==> src/fcm_regs.svh <==
// Constants of the fuse check mode block: reset values and timing counts.
// Assumes inclusion by bare name from the package and design files.
// What this block does
// Enter mode on first TMS fall or low-at-reset.
// Leave mode on second TMS rise after reset.
// Once left, stay off until next reset.
// Sense current only while mode active and TMS low.
// Test pin taken low ends mode and current.
// Tool keeps TMS high to avoid current.
// Protection needs blown fuse and key-guarded loader.
// Reset clears flag and rise counter, re-arms.
`ifndef FCM_REGS_SVH
`define FCM_REGS_SVH

`define FCM_SYNC_STAGES    3
`define FCM_RISE_CNT_RST   2'h0
`define FCM_RISE_CNT_LEAVE 2'h2
`define FCM_KEY_BITS       256

`endif

==> src/fcm_pkg.sv <==
// Types shared by the fuse check mode block.
// Assumes fcm_regs.svh sits in the same folder.
`include "fcm_regs.svh"

package fcm_pkg;

  typedef enum logic [1:0] {
    FCM_ARMED,
    FCM_ACTIVE,
    FCM_SPENT
  } fcm_state_e;

  typedef logic [1:0] fcm_rise_t;

endpackage

==> src/fcm_pin_sync.sv <==
// Three-stage pin synchroniser with agreement filter.
// Assumes a single clock; the input comes from an asynchronous pin.
module fcm_pin_sync #(
  parameter logic RST_LEVEL = 1'b1
) (
  input  wire logic clk_sys,
  input  wire logic reset,
  input  wire logic pin_in,
  output logic      pin_level
);

  typedef struct packed {
    logic s1;
    logic s2;
    logic s3;
    logic lvl;
  } fcm_sync_s;

  fcm_sync_s st_ff;
  fcm_sync_s nxt_st;

  always_comb begin
    nxt_st     = st_ff;
    nxt_st.s1  = pin_in;
    nxt_st.s2  = st_ff.s1;
    nxt_st.s3  = st_ff.s2;
    // A change counts only once stages two and three agree.
    if (st_ff.s2 == st_ff.s3) begin
      nxt_st.lvl = st_ff.s3;
    end
  end

  always_ff @(posedge clk_sys) begin
    if (reset) begin
      st_ff <= {4{RST_LEVEL}};
    end else begin
      st_ff <= nxt_st;
    end
  end

  assign pin_level = st_ff.lvl;

endmodule

==> src/fcm_fuse_check.sv <==
// Fuse check mode control: tracks TMS after power-on reset and gates the fuse sense current.
// Assumes reset is the synchronous power-on reset; tms and test_pin are asynchronous pins.
`include "fcm_regs.svh"

module fcm_fuse_check (
  input  wire logic clk_sys,
  input  wire logic reset,
  input  wire logic tms,
  input  wire logic test_pin,
  input  wire logic fuse_blown,
  input  wire logic key_checked,
  output logic      check_mode,
  output logic      sense_en,
  output logic      protect_ok
);

  typedef struct packed {
    fcm_pkg::fcm_state_e state;
    fcm_pkg::fcm_rise_t  rises;
    logic                tms_prev;
    logic                first;
    logic                test_prev;
    logic                sense;
    logic                prot;
  } fcm_top_s;

  fcm_top_s st_ff;
  fcm_top_s nxt_st;
  logic     tms_lvl;
  logic     test_lvl;
  logic     tms_fall;
  logic     tms_rise;
  logic     test_fall;

  ////////////////////////////////////////////////////////////////////////////
  // Pin synchronisers. TMS idles high, so it resets high to avoid a false fall.

  fcm_pin_sync #(.RST_LEVEL(1'b1)) u_tms_sync (
    .clk_sys   (clk_sys),
    .reset     (reset),
    .pin_in    (tms),
    .pin_level (tms_lvl)
  );

  fcm_pin_sync #(.RST_LEVEL(1'b0)) u_test_sync (
    .clk_sys   (clk_sys),
    .reset     (reset),
    .pin_in    (test_pin),
    .pin_level (test_lvl)
  );

  assign tms_fall  = st_ff.tms_prev & ~tms_lvl;
  assign tms_rise  = ~st_ff.tms_prev & tms_lvl;
  assign test_fall = st_ff.test_prev & ~test_lvl;

  ////////////////////////////////////////////////////////////////////////////
  // Mode state machine.

  always_comb begin
    nxt_st           = st_ff;
    nxt_st.tms_prev  = tms_lvl;
    nxt_st.test_prev = test_lvl;
    nxt_st.first     = 1'b0;
    if (tms_rise && st_ff.rises != `FCM_RISE_CNT_LEAVE) begin
      nxt_st.rises = st_ff.rises + 2'h1;
    end
    case (st_ff.state)
      fcm_pkg::FCM_ARMED: begin
        // First sample after reset stands for TMS held low during power up.
        if (tms_fall || (st_ff.first && !tms_lvl)) begin
          nxt_st.state = fcm_pkg::FCM_ACTIVE;
        end
      end
      fcm_pkg::FCM_ACTIVE: begin
        if (test_fall) begin
          nxt_st.state = fcm_pkg::FCM_SPENT;
        end else if (tms_rise && st_ff.rises == `FCM_RISE_CNT_LEAVE - 2'h1) begin
          nxt_st.state = fcm_pkg::FCM_SPENT;
        end
      end
      fcm_pkg::FCM_SPENT: begin
        nxt_st.state = fcm_pkg::FCM_SPENT;
      end
      default: begin
        nxt_st.state = fcm_pkg::FCM_SPENT;
      end
    endcase
    // Registered so the current path never glitches on a pin edge.
    nxt_st.sense = (nxt_st.state == fcm_pkg::FCM_ACTIVE) && !tms_lvl;
    // The key flag is a loader verdict; this block only combines it with the fuse.
    nxt_st.prot  = fuse_blown && key_checked;
  end

  always_ff @(posedge clk_sys) begin
    if (reset) begin
      st_ff.state     <= fcm_pkg::FCM_ARMED;
      st_ff.rises     <= `FCM_RISE_CNT_RST;
      st_ff.tms_prev  <= 1'b1;
      st_ff.first     <= 1'b1;
      st_ff.test_prev <= 1'b0;
      st_ff.sense     <= 1'b0;
      st_ff.prot      <= 1'b0;
    end else begin
      st_ff <= nxt_st;
    end
  end

  assign check_mode = (st_ff.state == fcm_pkg::FCM_ACTIVE);
  assign sense_en   = st_ff.sense;
  assign protect_ok = st_ff.prot;

endmodule

==> config.mk <==
export PLATFORM = sky130hd
export DESIGN_NAME = fcm_fuse_check
export DESIGN_NICKNAME = d
export VERILOG_FILES = /design/src/fcm_pkg.sv /design/src/fcm_pin_sync.sv /design/src/fcm_fuse_check.sv
export VERILOG_INCLUDE_DIRS = /design/src
export SDC_FILE = /design/constraint.sdc
export NUM_CORES = 1
export LEC_CHECK = 0
export ABC_AREA = 1
export BUFFER_PORTS_ARGS = -buffer_cell sky130_fd_sc_hd__buf_2
export CAP_MARGIN = 20
export CORE_MARGIN = 2
export CORE_UTILIZATION = 38
export CTS_BUF_LIST = sky130_fd_sc_hd__clkbuf_8
export CTS_CLUSTER_DIAMETER = 60
export DETAILED_ROUTE_END_ITERATION = 7
export SYNTH_ARGS = -nofsm -noshare
export SYNTH_HDL_FRONTEND = slang
export SYNTH_HIERARCHICAL = 1
export SYNTH_SLANG_ARGS = --single-unit
==> constraint.sdc <==
create_clock -name clk_sys -period 1.2 [get_ports clk_sys]
set_input_delay 0.06 -clock clk_sys [delete_from_list [all_inputs] [get_ports clk_sys]]
set_output_delay 0.06 -clock clk_sys [all_outputs]
set_load 0.02 [all_outputs]
* After elaboration in Yosys (flattened, before gate mapping) *
Cells that the tools add are included.

word-level totals
  bits of input ports = 6
  register bits after elaboration = 17
  logic and storage cells = 41
  output and inout port bits = 3

cells by class
  multiplexer cells = 5
  $add $sub $neg = 1
  reduce and logical (&&, ||, !) cells = 8
  bitwise logic cells = 6
  eq/ne operators = 6

operators with widths
  cell                                            number
  == test 2 x 1 -> 1 bit (second input constant)  3
  two-way mux 2 bit                               3
  logical AND 1 bit                               5
  two-way mux 4 bit                               1
  case mux 2 bit (2 select lines)                 1
  bitwise AND 1 bit                               3
  inverter 1 bit                                  3
  adder 2 x 1 -> 2 bit (second input constant)    1
  == test 1 bit                                   2
  zero test 2 bit                                 1
  inequality test 2 bit (second input constant)   1
  zero test 1 bit                                 1
  logical OR 1 bit                                1

* Logic depth before layout (Yosys ltp) *
Gate-level depths: netlist of run 1.

  depth in word-level cells = 9
  gate-level depth with buffers = 6
  depth with buffers taken out = 6

* Cells and area by module *
The synthesis of run 1 kept the hierarchy.

by module, submodules not included
  module                       seq. area each (µm²)  times used  area each (µm²)  cells each
  fcm_fuse_check               180.2                 1           347.8            38
  fcm_pin_sync at u_tms_sync   80.1                  1           128.9            15
  fcm_pin_sync at u_test_sync  80.1                  1           121.4            13

* Worst setup path before layout of run 1 *
Ideal clock, no wire load.

  kind = register -> register
  start = reg st_ff[5] (netlist bit)
  end = reg st_ff[6] (netlist bit)
  setup time = 0.115 ns
  arrival = 0.937 ns
  stages on the path, launching flop included = 7
  buffers on the path = 0
  slack = 0.148 ns
  required time = 1.085 ns
  cells stage by stage = dfxtp_1 -> inv_1 -> ha_1 -> nand3b_4 -> nand2_1 -> o21ai_1 -> and2_1

on the way
  word-level cells in the longest chain between the ends = 2
  elaborated cells between the ends (all ways) = 3
  classes of those cells = 1 x add/sub; 1 x eq/ne; 1 x reduce/logical

RTL lines
  item                                                          line                   source
  from (decl)                                                   fcm_fuse_check.sv:27   fcm_top_s st_ff;
  from (signal assigned)                                        fcm_fuse_check.sv:104  st_ff <= nxt_st;
  branches (longest 2 deep; another with adder 2 x 1 -> 2 bit)  n/a

Parallel ways; which one is timed is not known.
A chain may end at the register's enable or synchronous reset.

* Worst setup path after layout of run 1 *
Ends and elaborated chain as after synthesis.

==> results of run 1 <==
[sequential cells by signal, indices dropped and copies added, names as in the netlist]
signal                 count
u_tms_sync/st_ff           1
sense_en                   1
st_ff                      7
u_tms_sync/pin_level       1
protect_ok                 1
u_test_sync/st_ff          1
u_tms_sync/nxt_st          2
u_test_sync/nxt_st         2
u_test_sync/pin_level      1
[worst paths after layout]
path,from,end,cells after the start
setup / recovery,st_ff[5]$_SDFFE_PP0P_,st_ff[6]$_SDFFE_PP0P_,6
hold / removal,test_pin,u_test_sync/nxt_st[2]$_SDFF_PP0_,3
setup reg to reg,st_ff[5]$_SDFFE_PP0P_,st_ff[6]$_SDFFE_PP0P_,6
hold reg to reg,u_test_sync/nxt_st[2]$_SDFF_PP0_,u_test_sync/nxt_st[1]$_SDFF_PP0_,2
[layout by cell type, fill, tap and decap left out, drive strengths merged]
master / count
nand2: 7
inv: 14
dlygate4sd3: 1
or2: 2
and2: 1
o21bai: 1
dfxtp: 17
nor2: 11
nand3b: 1
clkbuf: 3
a21oi: 5
o211ai: 1
xor2: 1
ha: 2
buf: 8
o21ai: 2
nand3: 2
[worst max-delay path: stages, from the launching register on]
cell	delay, ns
dfxtp_1	0.36
inv_1	0.06
ha_1	0.19
nand3b_4	0.16
nand2_1	0.06
o21ai_1	0.05
and2_1	0.12
[power groups by stage]
stage | clock network, mW | logic, mW | registers (mW)
after floorplan | 0 | 0.0125 | 0.594
after global placement | 0 | 0.0303 | 0.593
after detailed placement | 0 | 0.0315 | 0.593
after CTS | 0.422 | 0.0342 | 0.580
after global routing | 0.449 | 0.0375 | 0.582
final | 0.411 | 0.0332 | 0.580
[layout make-up]
cell class	count	area [um2]
fillers	139	775.7
flip-flops and latches	17	340.3
multi-input cells	36	209.0
repair buffers	9	50.05
inverters	13	48.80
clock buffers	3	41.29
well taps	16	20.02
clock inverters	1	3.754
[per-layer routing]
| metal | GRT usage (%) | vias up |
|---|---|---|
| li1 | - | 224 |
| met1 | 12.83 | 170 |
| met2 | 16.18 | 9 |
| met3 | 5.000 | 0 |
| met4 | 5.455 | 0 |
| met5 | 0 | - |
[metrics by stage]
| stage | hold slack, ns | cells |
|---|---|---|
| after global placement | 0.2385 | 90 |
| after global routing | 0.01381 | 95 |
| after detailed placement | 0.2427 | 90 |
| after floorplan | 0.08772 | 66 |
| after CTS | 0.01828 | 95 |
| final | 0.01800 | 95 |
[cell families after synthesis]
logic type               synth area share (%)
adder cells (fa/ha/maj)                 4.183
AND/OR/NAND/NOR                         20.29
flip-flops                              56.90
XOR/XNOR                                1.465
buffers and inverters                   8.160
AO/OA/AOI/OAI                           8.996
[timing repair]
| action | in CTS | in global routing |
|---|---|---|
| hold endpoints to repair | 1 | 0 |
| setup buffers | 0 | 0 |
| hold buffers | 1 | 0 |
==> results by group, run 1 <==
Timing
  • Shortest period the worst path allows: around 1.1 ns
  • Final worst clock skew: just over 0.0009 ns
  • Setup violation total in the final timing report: 0
  • Pins Over Slew Limit: 0
  • Final-report hold violation count: 0
  • Peak Freq: 901.1 MHz
  • Fin worst setup slack: 0.09019 ns
  • Slew at the pin closest to its max-slew limit: 0.2389 ns
  • Setup repair after global routing missed its margin: false
  • Summed negative setup slack over all endpoints: 0 ns
  • Period utilisation layout: about 90%
  • Worst rel slew slack: 84.07%

Route
  • ANT nets after route: 0
  • Post-route DRC violation count: 0
  • M1 wire length: about 450 um
  • Vias per std cell: roughly 4.2
  • Highest Signal Layer: met3
  • Metal2 WL: about 350 um
  • Post-Route WL: around 850 um
  • Wire length per cell: between 8 and 9 um
  • Iteration-0 DRC count of the detailed router: 4
  • Routed via count: 403
  • First-pass iteration count of the detailed router: 3
  • Detailed route wirelength on metal3: around 40 um

Global routing
  • Largest net degree at the start of global routing: 15
  • Via count of the first global-routing pass: roughly 380
  • Number of antenna violations at the first check in global routing: 0
  • Global-route wire length before repair: between 1000 and 1500 um
  • GRT Residual Overflow: 0
  • Total routing resource utilization after global routing: between 10 and 15%

Clock tree
  • Max clock buf depth: 2
  • Clock H-tree levels: 1
  • Post-cts sizing count: 0
  • Clock Root Buffer: clkbuf_8
  • Num CTS Buffers: 3
  • Number of clock sinks seen by CTS: 17
  • CTS tree: built
  • Clock Pin Slew Worst Setup and Hold Paths: approximately 0.060 ns
  • Clock insertion delay at the later pin of the skew report: between 0.2 and 0.3 ns

Pwr
  • Combinational share of power: approximately 3.2%
  • Overall power after layout: roughly 1.0 mW
  • Fraction of power consumed by sequential logic: between 50% and 60%
  • Net switching power: 0.2063 mW
  • Worst vdd rail ir drop: approximately 660 uV
  • Power density of the placed cells: between 1000 and 1500 nW/um2
  • Clock network fraction of total power: around 40%
  • Share of total power consumed by net switching: 20.14%
  • Internal power of the cells: 0.8180 mW
  • Leak Pwr: between 0.3 and 0.4 nW

Place
  • Placer Congestion: 0.7289
  • Worst setup slack after placement: around 0.098 ns
  • Port-buffer cells: 8
  • Detailed Place HPWL: 600.1 um
  • Area after DPL: approximately 660 um2

Floorplanning
  • Core Box Area: 1489 um2
  • Die outline area: roughly 1900 um2
  • IO Pins: 9
  • FP Rows: 14
  • Die Y: ~44 um
  • Die outline width: roughly 44 um
  • Starting density of the core: between 40% and 50%

Synthesis
  • Top-count cell post-synth: dfxtp_1
  • Seq/Total Area, Yosys: between 50% and 60%
  • EDFF count, synth: 0
  • Number of standard cells after synthesis: 66
  • Synth top area share: around 57%
  • Synth unique cells: 17
  • Register bit count reported by yosys: 17
  • Biggest area consumer among synthesized cells: dfxtp_1
  • Main area contributors after synthesis: dfxtp_1 (57%), inv_1 (8.2%), nor2_1 (5.6%)
  • Cell area after technology mapping: ~600 um2
  • Top post-synthesis cells by count: dfxtp_1 (17), inv_1 (13), nor2_1 (9)
  • Synthesized area divided by synthesized cell count: ~9.1 um2
  • FFs w/ async S/R, synth: 0%
  • Synthesized net count: 74
  • Synth Warn #: 6
  • Top FF cell, synth: dfxtp_1

Run
  • Max-Cap Viols: 0

Layout
  • Antenna Diode Count: 0
  • Growth of design area from synthesis to finish: 19.25%
  • Post-route design area: between 700 and 800 um2
  • Number of nets in the layout: 88
  • Final core utilization: 47.90%
  • Proportion of layout cells with a drive suffix above 1: around a fifth

Outcome
  • Outcome: finished, final reports clean

Worst setup path
  • Worst Path Required: 1.34 ns
  • Classification of the worst setup path: flop to flop
  • Crit-path max FO: 3
  • Data arrival time at the worst-slack endpoint: 1.25 ns
  • CP endpoint kind: flop
  • Launching element type of the critical path: flop
  • Worst R2R Setup Slack: roughly 0.09 ns

Min path
  • Hold Path Class: input pin to flop
Power figures use the tool's default switching activity.
==> run 2: changes to the inputs <==
--- a/config.mk
+++ b/config.mk
@@ -7,12 +7,11 @@
 export NUM_CORES = 1
 export LEC_CHECK = 0
 export ABC_AREA = 1
-export BUFFER_PORTS_ARGS = -buffer_cell sky130_fd_sc_hd__buf_2
+export BUFFER_PORTS_ARGS = -buffer_cell sky130_fd_sc_hd__clkbuf_2
 export CAP_MARGIN = 20
 export CORE_MARGIN = 2
 export CORE_UTILIZATION = 38
 export CTS_BUF_LIST = sky130_fd_sc_hd__clkbuf_8
-export CTS_CLUSTER_DIAMETER = 60
 export DETAILED_ROUTE_END_ITERATION = 7
 export SYNTH_ARGS = -nofsm -noshare
 export SYNTH_HDL_FRONTEND = slang
==> results by group, run 2 (synthesis results as in run 1) <==
Clock tree
  • Number of clock sinks seen by CTS: 17
  • Clock H-tree levels: 1
  • Num CTS Buffers: 3
  • Clock Pin Slew Worst Setup and Hold Paths: about 0.06 ns
  • Max clock buf depth: 2
  • CTS tree: built
  • Clock Root Buffer: clkbuf_8
  • Clock insertion delay at the later pin of the skew report: about 0.25 ns

Place
  • Worst setup slack after placement: around 0.097 ns
  • Placer Congestion: approximately 0.73
  • Cell total after placement: 90
  • Detailed Place HPWL: approximately 590 um
  • Port-buffer cells: 8

Timing
  • Shortest period the worst path allows: ~1.1 ns
  • Pins Over Slew Limit: 0
  • Setup violation total in the final timing report: 0
  • Fin worst setup slack: approximately 0.091 ns
  • Final-report hold violation count: 0
  • Summed negative setup slack over all endpoints: 0 ns
  • Period utilisation layout: between 90% and 100%
  • Final worst clock skew: approximately 0.002 ns
  • Setup repair after global routing missed its margin: false
  • Peak Freq: roughly 900 MHz
  • Worst rel slew slack: between 80 and 90%
  • Slew at the pin closest to its max-slew limit: around 0.28 ns

Global routing
  • Global-route wire length before repair: 1359 um
  • Total routing resource utilization after global routing: between 10% and 20%
  • Via count of the first global-routing pass: about 370
  • Largest net degree at the start of global routing: 15
  • GRT Residual Overflow: 0
  • Number of antenna violations at the first check in global routing: 0

Layout
  • Proportion of layout cells with a drive suffix above 1: around a fifth
  • Max FFs per register: 7
  • Number of nets in the layout: between 80 and 90
  • Number of fill cells in the layout: around 140
  • Commonest cells after routing, fill and taps aside: dfxtp_1 (17), inv_1 (14), nor2_1 (9)
  • Register bank with the most flops: st_ff
  • Final core utilization: around half
  • Area taken by flip-flops and latches: 340.3 um2
  • Total area of multi-input combinational cells: roughly 210 um2
  • Growth of design area from synthesis to finish: 20.92%
  • Most common cell after layout, fill and taps aside: dfxtp_1
  • Antenna Diode Count: 0
  • Final std cells w/o fill: 96

Worst setup path
  • Data arrival time at the worst-slack endpoint: 1.25 ns
  • Worst Path Required: about 1.3 ns
  • Chain of cells forming the critical path: inv_1 -> ha_1 -> nand3b_4 -> nand2_1 -> o21ai_1 -> and2_1
  • Worst R2R Setup Slack: 0.09 ns
  • Cell with the largest stage delay on the worst path: dfxtp_1
  • Launching element type of the critical path: flop
  • Classification of the worst setup path: flop to flop
  • Crit-path max FO: 3
  • CP endpoint kind: flop
  • Longest individual stage delay on the worst path: 0.36 ns

Route
  • ANT nets after route: 0
  • Wire length per cell: roughly 8.7 um
  • Vias per std cell: 4.396
  • Post-Route WL: approximately 840 um
  • Iteration-0 DRC count of the detailed router: 1
  • Post-route DRC violation count: 0
  • First-pass iteration count of the detailed router: 3
  • Routed via count: roughly 420

Outcome
  • Outcome: finished, final reports clean

Min path
  • Hold Path Class: input pin to flop

Floorplanning
  • Starting density of the core: approximately 40%
  • Die Y: 43.67 um
  • Die outline area: 1907 um2
  • IO Pins: 9
  • Core Box Area: between 1000 and 1500 um2
  • Die outline width: roughly 44 um
  • FP Rows: 14

Run
  • Max-Cap Viols: 0

Pwr
  • Leak Pwr: ~0.33 nW
  • Power density of the placed cells: ~1400 nW/um2
  • Overall power after layout: 1.020 mW
  • Worst vdd rail ir drop: 986.8 uV
[run 2: cell types whose count changed in the layout (fill, tap and decap cells not counted)]
cell           change
buf_2              -8
clkbuf_2           +8
dlygate4sd3_1      +1
[run 2: critical path: cells and delay by family (launching register included)]
family / cells / cell delay, ns
flip-flops: 1 / 0.36
AND/OR/NAND/NOR: 3 / 0.34
adder cells (fa/ha/maj): 1 / 0.19
buffers and inverters: 1 / 0.06
AO/OA/AOI/OAI: 1 / 0.05
[run 2: routing by layer]
layer	vias up	wire length [um]	GRT usage, %
li1	228	-	-
met1	181	422	11.14
met4	0	14	5.455
met5	-	0	0
met2	11	352	15.00
met3	2	50	6.250
[run 2: where the power goes]
| group | total (mW) | internal (mW) | switching, mW | leakage (nW) |
|---|---|---|---|---|
| clock | 0.404 | 0.226 | 0.178 | 0.0269 |
| sequential | 0.581 | 0.576 | 0.00439 | 0.139 |
| combinational | 0.0357 | 0.0173 | 0.0184 | 0.165 |
| total | 1.02 | 0.820 | 0.200 | 0.330 |
[run 2: layout make-up]
class                   instances  area share, %
clock buffers                   3          5.709
well taps                      16          2.768
multi-input cells              36          28.89
clock inverters                 1         0.5190
repair buffers                 10          8.304
flip-flops and latches         17          47.06
inverters                      13          6.747
[run 2: what timing repair did]
action | in CTS | in global routing
buffers inserted | 0 | 0
resized for setup | 0 | 0
hold buffers | 2 | 0
hold endpoints to repair | 2 | 0
[run 2: path summary, 6_finish.rpt]
kind                                                    endpoint                             start  cells after the start
worst min register to register  u_test_sync/nxt_st[1]$_SDFF_PP0_  u_test_sync/nxt_st[2]$_SDFF_PP0_                      2
worst max-delay path                       st_ff[6]$_SDFFE_PP0P_             st_ff[5]$_SDFFE_PP0P_                      6
worst min-delay path                       protect_ok$_SDFF_PP0_                       key_checked                      3
worst max register to register             st_ff[6]$_SDFFE_PP0P_             st_ff[5]$_SDFFE_PP0P_                      6
[run 2: metrics by stage]
| step | hold slack [ns] | instance area [um2] |
|---|---|---|
| after floorplan | 0.08772 | 598.1 |
| after global placement | 0.2393 | 658.1 |
| after detailed placement | 0.2458 | 658.1 |
| after CTS | 0.002677 | 723.2 |
| after global routing | 0.01418 | 723.2 |
| final | 0.006515 | 723.2 |
